$ cat src/rtl/fdc_rate_pkg.sv
package fdc_rate_pkg;

  // ----------------------------------------------------------------
  // host i/o addresses
  // ----------------------------------------------------------------
  localparam logic [9:0] addr_data  = 10'h3f5; // data register, result bytes
  localparam logic [9:0] addr_input = 10'h3f7; // input reg read, rate write

  // ----------------------------------------------------------------
  // field positions and fixed values
  // ----------------------------------------------------------------
  localparam int         bit_disk_changed  = 7;      // disk-changed flag position
  localparam int         bit_precomp = 2;      // precomp_off in rate write
  localparam logic [1:0] rate_250k   = 2'h0_2; // hardware reset rate
  localparam logic [1:0] rate_500k   = 2'h0_0;
  localparam logic [1:0] rate_1m     = 2'h0_3;
  localparam logic [7:0] zero_byte   = 8'h00;
  localparam logic [3:0] ones_nib    = 4'h0_f; // bits 3..6 in bidir mode
  localparam logic [2:0] zero_tri    = 3'h0_0; // bits 4..6 in compact mode
  localparam logic [7:0] oe_bit7     = 8'h80;  // standard mode drives bit 7 only
  localparam logic [7:0] oe_all      = 8'hff;
  localparam logic       density_rst = 1'b1;   // density pin after hw reset

  // ----------------------------------------------------------------
  // counts
  // ----------------------------------------------------------------
  localparam int recal_steps = 80;             // steps before track-0 check
  localparam int index_limit = 2;              // index pulses per id search

  // ----------------------------------------------------------------
  // types
  // ----------------------------------------------------------------
  typedef enum logic [1:0] {
    mode_compact = 2'b00,
    mode_bidir   = 2'b01,
    mode_std     = 2'b10
  } reg_mode_e;

  typedef enum logic [1:0] {
    res_idle = 2'b00,
    res_st0  = 2'b01,
    res_st1  = 2'b11
  } res_state_e;

  // events reported by the command sequencer, one-cycle pulses
  typedef struct packed {
    logic       cmd_start;     // new command enters execution
    logic       cmd_done;      // command ends, intr_code valid
    logic [1:0] intr_code;     // completion code with cmd_done
    logic       seek_done;     // seek, relative seek or recalibrate done
    logic       step;          // one step pulse issued
    logic       outward_past0; // relative seek stepped below track 0
    logic       sector_over;   // access beyond last sector or no tc
    logic       crc_bad;       // crc mismatch in id or data field
    logic       service_late;  // overrun or underrun
    logic       no_sector;     // sector, id or sequence not found
    logic       no_data_mark;  // data address mark missing
  } seq_event_s;

  // command context levels from the sequencer
  typedef struct packed {
    logic       recal_active;  // recalibrate in progress
    logic       write_active;  // write, write deleted or format running
    logic       id_search;     // searching for an id address mark
    logic       side_number;   // current head
    logic [1:0] unit_select;   // current drive
  } seq_ctx_s;

endpackage

$ cat src/rtl/floppy_rate_and_result_status.sv
`timescale 1ns/1ps
`default_nettype none

module floppy_rate_and_result_status #(
  parameter int step_count  = fdc_rate_pkg::recal_steps,
  parameter int index_count = fdc_rate_pkg::index_limit
) (
  // clock and reset
  input  wire logic                      clk,
  input  wire logic                      nrst,
  input  wire logic                      soft_reset,
  // host i/o, strobes are one-cycle pulses on clk
  input  wire logic [9:0]                io_addr,
  input  wire logic                      io_rd,
  input  wire logic                      io_wr,
  input  wire logic [7:0]                io_wdata,
  output logic [7:0]                     io_rdata,
  output logic [7:0]                     io_rdata_oe,
  output logic                           io_rvalid,
  // configuration bits
  input  wire logic                      cfg_ident,
  input  wire logic                      cfg_mfm,
  input  wire logic                      force_chg_en,
  input  wire logic                      force_chg_val,
  input  wire logic                      dma_gate,
  // sequencer side
  input  wire logic                      result_phase,
  input  wire fdc_rate_pkg::seq_event_s  seq_ev,
  input  wire fdc_rate_pkg::seq_ctx_s    seq_ctx,
  // drive cable pins, asynchronous
  input  wire logic                      disk_changed_pin,
  input  wire logic                      track_zero_pin,
  input  wire logic                      index_pin,
  input  wire logic                      write_protect_pin,
  // drive outputs and state
  output logic                           density_select,
  output logic [1:0]                     rate_sel,
  output logic                           precomp_off
);

  // ----------------------------------------------------------------
  // pin synchronisers
  // ----------------------------------------------------------------
  logic [3:0] pin_meta_reg;  // first stage, read only by second stage
  logic [3:0] pin_sync_reg;  // safe copies of the cable pins
  logic       index_last_reg; // previous index level for edge detect

  // two flops per pin; the cable is fully asynchronous to clk
  always_ff @(posedge clk or negedge nrst) begin
    if (!nrst) begin
      pin_meta_reg <= 4'h0;
      pin_sync_reg <= 4'h0;
    end else begin
      pin_meta_reg <= {write_protect_pin, index_pin,
                       track_zero_pin, disk_changed_pin};
      pin_sync_reg <= pin_meta_reg;
    end
  end

  logic chg_sync;   // disk change level from cable
  logic track_zero_pin_sync;  // track zero active
  logic idx_sync;   // index level
  logic wp_sync;    // write protect active
  assign {wp_sync, idx_sync, track_zero_pin_sync, chg_sync} = pin_sync_reg;

  // index edge from the synchronised copy only
  always_ff @(posedge clk or negedge nrst) begin
    if (!nrst) begin
      index_last_reg <= 1'b0;
    end else begin
      index_last_reg <= idx_sync;
    end
  end

  logic index_rise;
  assign index_rise = idx_sync & ~index_last_reg;

  // ----------------------------------------------------------------
  // register mode decode
  // ----------------------------------------------------------------
  fdc_rate_pkg::reg_mode_e mode;

  always_comb begin
    if (cfg_ident) begin
      mode = fdc_rate_pkg::mode_std;
    end else if (cfg_mfm) begin
      mode = fdc_rate_pkg::mode_bidir;
    end else begin
      mode = fdc_rate_pkg::mode_compact;
    end
  end

  // high density when rate is 500k or 1m
  function automatic logic high_rate(input logic [1:0] r);
    high_rate = (r == fdc_rate_pkg::rate_500k) ||
                (r == fdc_rate_pkg::rate_1m);
  endfunction

  // set wins over a same-cycle clear, shared by every status flag
  function automatic logic flag_next(input logic cur_val, input logic set_ev, input logic clr_ev);
    flag_next = set_ev || (cur_val && !clr_ev);
  endfunction

  // ----------------------------------------------------------------
  // rate control write, address shared with the input register
  // ----------------------------------------------------------------
  logic wr_rate;
  assign wr_rate = io_wr && (io_addr == fdc_rate_pkg::addr_input);

  // soft reset deliberately not in the sensitivity or the branches
  always_ff @(posedge clk or negedge nrst) begin
    if (!nrst) begin
      rate_sel <= fdc_rate_pkg::rate_250k;
    end else if (wr_rate) begin
      // upper bits are expected zero and simply ignored
      rate_sel <= io_wdata[1:0];
    end
  end

  // stored only in compact mode, no effect besides read back
  always_ff @(posedge clk or negedge nrst) begin
    if (!nrst) begin
      precomp_off <= 1'b0;
    end else if (wr_rate && mode == fdc_rate_pkg::mode_compact) begin
      precomp_off <= io_wdata[fdc_rate_pkg::bit_precomp];
    end
  end

  // density pin follows the rate written; polarity per mode
  always_ff @(posedge clk or negedge nrst) begin
    if (!nrst) begin
      density_select <= fdc_rate_pkg::density_rst;
    end else if (wr_rate) begin
      if (mode == fdc_rate_pkg::mode_std) begin
        density_select <= high_rate(io_wdata[1:0]);
      end else begin
        density_select <= ~high_rate(io_wdata[1:0]);
      end
    end
  end

  // ----------------------------------------------------------------
  // status accumulation during a command
  // ----------------------------------------------------------------
  logic [1:0] intr_code_reg;        // completion code
  logic       positioning_done_reg; // seek end
  logic       equipment_fault_reg;  // track zero or outward fault
  logic       past_last_sector_reg;
  logic       crc_fault_reg;
  logic       lost_service_reg;
  logic       sector_missing_reg;
  logic       write_blocked_reg;
  logic       addr_sync_lost_reg;
  logic [6:0] step_cnt_reg;         // steps during recalibrate
  logic [1:0] index_cnt_reg;        // index pulses during id search

  // completion code latched when the command ends
  always_ff @(posedge clk or negedge nrst) begin
    if (!nrst) begin
      intr_code_reg <= 2'h0;
    end else if (soft_reset) begin
      intr_code_reg <= 2'h0;
    end else if (seq_ev.cmd_done) begin
      intr_code_reg <= seq_ev.intr_code;
    end
  end

  logic clr_flags; // command start or soft reset
  assign clr_flags = soft_reset || seq_ev.cmd_start;

  // seek end; a same-cycle set wins over the start clear
  always_ff @(posedge clk or negedge nrst) begin
    if (!nrst) begin
      positioning_done_reg <= 1'b0;
    end else begin
      positioning_done_reg <= flag_next(positioning_done_reg, seq_ev.seek_done, clr_flags);
    end
  end

  // recalibrate step counter, saturates at the limit
  always_ff @(posedge clk or negedge nrst) begin
    if (!nrst) begin
      step_cnt_reg <= 7'h00;
    end else if (soft_reset || !seq_ctx.recal_active) begin
      step_cnt_reg <= 7'h00;
    end else if (seq_ev.step && step_cnt_reg < 7'(step_count)) begin
      step_cnt_reg <= step_cnt_reg + 7'h01;
    end
  end

  logic recal_fail;
  assign recal_fail = seq_ctx.recal_active && !track_zero_pin_sync &&
                      (step_cnt_reg == 7'(step_count));

  // equipment fault, set wins over clear
  always_ff @(posedge clk or negedge nrst) begin
    if (!nrst) begin
      equipment_fault_reg <= 1'b0;
    end else begin
      equipment_fault_reg <= flag_next(equipment_fault_reg, recal_fail || seq_ev.outward_past0, clr_flags);
    end
  end

  // index pulse counter while looking for an id mark
  always_ff @(posedge clk or negedge nrst) begin
    if (!nrst) begin
      index_cnt_reg <= 2'h0;
    end else if (soft_reset || !seq_ctx.id_search) begin
      index_cnt_reg <= 2'h0;
    end else if (index_rise && index_cnt_reg < 2'(index_count)) begin
      index_cnt_reg <= index_cnt_reg + 2'h1;
    end
  end

  logic sync_lost;
  assign sync_lost = (seq_ctx.id_search &&
                      index_cnt_reg == 2'(index_count)) ||
                     seq_ev.no_data_mark;

  // second status byte flags; events set, command start clears;
  // the protect pin counts only while a writing command runs
  always_ff @(posedge clk or negedge nrst) begin
    if (!nrst) begin
      {past_last_sector_reg, crc_fault_reg, lost_service_reg,
       sector_missing_reg, write_blocked_reg, addr_sync_lost_reg} <= 6'h00;
    end else begin
      past_last_sector_reg <= flag_next(past_last_sector_reg, seq_ev.sector_over, clr_flags);
      crc_fault_reg        <= flag_next(crc_fault_reg, seq_ev.crc_bad, clr_flags);
      lost_service_reg     <= flag_next(lost_service_reg, seq_ev.service_late, clr_flags);
      sector_missing_reg   <= flag_next(sector_missing_reg, seq_ev.no_sector, clr_flags);
      write_blocked_reg    <= flag_next(write_blocked_reg, seq_ctx.write_active && wp_sync, clr_flags);
      addr_sync_lost_reg   <= flag_next(addr_sync_lost_reg, sync_lost, clr_flags);
    end
  end

  // assembled status bytes; head and unit are live values
  logic [7:0] status0;
  logic [7:0] status1;
  assign status0 = {intr_code_reg, positioning_done_reg,
                    equipment_fault_reg, 1'b0,
                    seq_ctx.side_number, seq_ctx.unit_select};
  assign status1 = {past_last_sector_reg, 1'b0, crc_fault_reg,
                    lost_service_reg, 1'b0, sector_missing_reg,
                    write_blocked_reg, addr_sync_lost_reg};

  // ----------------------------------------------------------------
  // result byte pointer
  // ----------------------------------------------------------------
  fdc_rate_pkg::res_state_e res_reg;
  logic rd_data;
  assign rd_data = io_rd && (io_addr == fdc_rate_pkg::addr_data);

  // steps through status0 then status1 on data reads
  always_ff @(posedge clk or negedge nrst) begin
    if (!nrst) begin
      res_reg <= fdc_rate_pkg::res_idle;
    end else if (soft_reset || !result_phase) begin
      res_reg <= fdc_rate_pkg::res_idle;
    end else begin
      unique case (res_reg)
        fdc_rate_pkg::res_idle: begin
          res_reg <= fdc_rate_pkg::res_st0;
        end
        fdc_rate_pkg::res_st0: begin
          if (rd_data) begin
            res_reg <= fdc_rate_pkg::res_st1;
          end
        end
        fdc_rate_pkg::res_st1: begin
          // stays here; every later data read returns status1 again
          res_reg <= fdc_rate_pkg::res_st1;
        end
        default: begin
          res_reg <= fdc_rate_pkg::res_idle;
        end
      endcase
    end
  end

  // ----------------------------------------------------------------
  // read mux, one cycle latency
  // ----------------------------------------------------------------
  logic       disk_changed;
  logic [7:0] input_val;
  logic [7:0] input_oe;

  assign disk_changed = force_chg_en ? force_chg_val : ~chg_sync;

  always_comb begin
    input_val = fdc_rate_pkg::zero_byte;
    input_oe  = fdc_rate_pkg::oe_all;
    unique case (mode)
      fdc_rate_pkg::mode_std: begin
        input_oe = fdc_rate_pkg::oe_bit7;
        input_val[fdc_rate_pkg::bit_disk_changed] = disk_changed;
      end
      fdc_rate_pkg::mode_bidir: begin
        input_val = {disk_changed, fdc_rate_pkg::ones_nib,
                     rate_sel, ~high_rate(rate_sel)};
      end
      default: begin
        input_val = {disk_changed, fdc_rate_pkg::zero_tri,
                     dma_gate,
                     precomp_off,
                     rate_sel};
      end
    endcase
  end

  // read data held until the next read
  always_ff @(posedge clk or negedge nrst) begin
    if (!nrst) begin
      io_rdata    <= fdc_rate_pkg::zero_byte;
      io_rdata_oe <= fdc_rate_pkg::zero_byte;
      io_rvalid   <= 1'b0;
    end else begin
      io_rvalid <= 1'b0;
      if (io_rd && io_addr == fdc_rate_pkg::addr_input) begin
        io_rdata    <= input_val;
        io_rdata_oe <= input_oe;
        io_rvalid   <= 1'b1;
      end else if (rd_data && res_reg != fdc_rate_pkg::res_idle) begin
        // first data read gives status0, every later one status1
        io_rdata    <= (res_reg == fdc_rate_pkg::res_st0) ? status0 : status1;
        io_rdata_oe <= fdc_rate_pkg::oe_all;
        io_rvalid   <= 1'b1;
      end else if (io_rd) begin
        // other addresses belong to neighbouring blocks
        io_rdata_oe <= fdc_rate_pkg::zero_byte;
      end
    end
  end

endmodule

`default_nettype wire

$ cat config.mk
export PLATFORM = sky130hd
export DESIGN_NAME = floppy_rate_and_result_status
export DESIGN_NICKNAME = d
export VERILOG_FILES = /design/src/rtl/fdc_rate_pkg.sv /design/src/rtl/floppy_rate_and_result_status.sv
export SDC_FILE = /design/constraint.sdc
export NUM_CORES = 1
export LEC_CHECK = 0
export ABC_AREA = 1
export BUFFER_PORTS_ARGS = -buffer_cell sky130_fd_sc_hd__buf_4
export CAP_MARGIN = 25
export CORE_MARGIN = 8
export CORE_UTILIZATION = 30
export DETAILED_ROUTE_END_ITERATION = 10
export SYNTH_ARGS = -nofsm -noshare
export SYNTH_HDL_FRONTEND = slang
export SYNTH_SLANG_ARGS = --single-unit
$ cat constraint.sdc
create_clock -name clk -period 1.5 [get_ports clk]
set_input_delay 0.075 -clock clk [delete_from_list [all_inputs] [get_ports clk]]
set_output_delay 0.075 -clock clk [all_outputs]
set_load 0.02 [all_outputs]
==> results.json <==
{
  "outcome": "finished clean",
  "crit_path_start_kind": "flip-flop",
  "p_sw_mw": 0.588,
  "drt_wl_total_mm": 5.35,
  "place_congestion": 0.840,
  "p_int_mw": 2.07,
  "cp-end-kind": "flip-flop",
  "seqPwrFrac_pct": 47.8,
  "antenna_found_initial": 0,
  "synth_edf_count": 0,
  "reg2reg_from": "res_reg[0]",
  "instances_no_fill": 426,
  "die_h_microns": 101,
  "rr_endpoint": "io_rdata[5]",
  "num_vias": 1894,
  "p_per_area_nw_per_um2": 886,
  "initial_core_util_pct": 30.4,
  "area_delta_synth_final_pct": 39.2,
  "grt_overflow": 0,
  "dpl-instance-area_sq_um": 2720,
  "syn_inst": 245,
  "synth_ff_type": "dfrtp_1",
  "placed_cells": 403,
  "rsz0062_at_grt": "false",
  "worst_pin_slew_ps": 576,
  "drive_gt1_share_pct": 26.3,
  "pwr-share-clk_pct": 41.2,
  "dpl.hpwl_mm": 4.10,
  "clk_transition_reported_paths_ps": 90,
  "finalCritPeriodShare_pct": 88.1,
  "final_common_cell": "buf_4",
  "num_rows": 31,
  "min-delay-start": "seq_ev[8]",
  "p_sw_share_pct": 22.1,
  "layout_common_cells": "buf_4 (69), nand2_1 (57), dfrtp_1 (43)",
  "cts_tree": "built",
  "ys_ff_latch": 45,
  "finish.instance_area_sq_um": 3010,
  "cts_resized": 0,
  "fin_util_pct": 42.3,
  "hold_depth": 3,
  "die_x_microns": 101,
  "async_flop_share_pct": 100,
  "synth_warnings": 0,
  "fmax_ghz": 0.757,
  "drt_iter0_drc": 75,
  "critical_path_class": "reg2reg",
  "dieArea_sq_um": 10200,
  "leakagePower_nw": 1.53,
  "worst-r2r-cell-count": 4,
  "clkLatencyLatePin_ps": 290,
  "core_sq_um": 7100,
  "clock_path_buffers": 2,
  "layout_min_cycle_time_ps": 1320,
  "grt_pass1_vias": 1909,
  "netlist_area_sq_um": 2160,
  "finalSetupTns_ps": 0,
  "min_to": "intr_code_reg[0]",
  "root_buffer": "clkbuf_8",
  "cp.arrival_ps": 1500,
  "ant_nets": 0,
  "synth_nets": 299,
  "grt_util_all_layers_pct": 10.8,
  "slew-limit-headroom_pct": 61.6,
  "wire_per_inst_microns": 12.6,
  "hold_path.class": "in2reg",
  "reg2reg_setup_slack_ps": 180,
  "drv_slew": 0,
  "drc": 0,
  "nFillCells": 701,
  "irDropWorstVdd_uv": 621,
  "synth.avg_cell_area_sq_um": 8.81,
  "crit_fanout": 11,
  "crit_path_start": "res_reg[0]",
  "fin_nets": 380,
  "cts_htree_levels": 2,
  "clock-sinks": 45,
  "grt_pass1_wl_mm": 8.78,
  "ys_types": 29,
  "final_hold_viol_count": 0,
  "grt_start_max_net_pins": 46,
  "diodes": 0,
  "crit_required_ps": 1680,
  "max_cap_viol_count": 0,
  "ios": 72,
  "ys_seq_area_share_pct": 52.3,
  "vias_per_cell": 4.45,
  "comb_power_share_pct": 11.0,
  "setup_ws_ps": 178,
  "hold_ws_ps": 13.4,
  "setup_viol": 0,
  "fin_skew_ps": 4.23,
  "power_mw": 2.66,
  "drt_pre_antenna_iters": 6,
  "portBuffers": 66,
  "largest_reg_flops": 8,
  "dp_slack_ps": 185,
  "tritoncts.num_buffers": 5
}
## worst max-delay path, cell delays in order, from the launching register on
cell and delay (ps):
dfrtp_1 470, or2_1 310, nand4_4 220, nand3_1 130, nand3_1 70
## final cells by class
cell class	count	area [sq um]	share of cell area, %
tap	99	124	4.12
timing repair buffer	84	668	22.2
sequential	45	1130	37.6
clock buffer	5	68.8	2.29
multi-input combinational	166	857	28.5
inverter	24	90.1	3.00
clock inverter	3	68.8	2.29
## cells in the mapped netlist (all sizes together) (2+ instances only)
| cell | number | share of area, % |
|---|---|---|
| nand2 | 57 | 9.9 |
| dfrtp | 43 | 50 |
| nand3 | 37 | 8.6 |
| inv | 24 | 4.2 |
| nor2 | 19 | 3.9 |
| o21ai | 16 | 3.7 |
| nand4 | 11 | 4.2 |
| buf | 10 | 3.9 |
| a21o | 6 | 2.1 |
| a21oi | 4 | 0.93 |
| xor2 | 4 | 1.6 |
| ha | 3 | 1.7 |
| dfstp | 2 | 2.4 |
| nand3b | 2 | 0.70 |
| or2 | 2 | 0.58 |
## metal layers
| layer | global-route usage (%) | part of all wire, % | up-vias |
|---|---|---|---|
| met1 | 13.5 | 45 | 870 |
| met5 | 0 | 0 | - |
| met2 | 17.7 | 47 | 52 |
| met4 | 1.74 | 0.28 | 0 |
| li1 | - | - | 970 |
| met3 | 3.59 | 7.3 | 2 |
## power by group through the flow
| stage | Sequential, mW | Combinational, mW | Clock (mW) |
|---|---|---|---|
| detailed placement | 1.30 | 0.265 | 0 |
| CTS | 1.27 | 0.297 | 1.14 |
| global placement | 1.30 | 0.262 | 0 |
| floorplan | 1.30 | 0.111 | 0 |
| finish | 1.27 | 0.292 | 1.10 |
| global route | 1.28 | 0.330 | 1.18 |
## cell families (layout without fill, tap and decap cells)
| group | Yosys count | count (layout) | share of synthesized area (%) |
|---|---|---|---|
| fa+ha+maj | 3 | 3 | 1.74 |
| xor+xnor | 5 | 5 | 2.03 |
| buf+inv | 34 | 116 | 8.05 |
| simple gates | 130 | 130 | 28.3 |
| compound gates | 28 | 28 | 7.59 |
| flops | 45 | 45 | 52.3 |
## worst max path at each step
stage | to | depth (start not counted)
2_1_floorplan | io_rdata[0] | 7
3_3_place_gp | io_rdata[7] | 4
3_5_place_dp | io_rdata[2] | 4
4_1_cts | io_rdata[0] | 4
5_1_grt | io_rdata[5] | 4
6_report | io_rdata[5] | 4
## what timing repair did
item	CTS	global route
setup buffers	0	0
hold endpoints to repair	57	0
endpoints found under the setup margin	0	0
hold buffers	15	0
(Power assumes the default switching activity.)
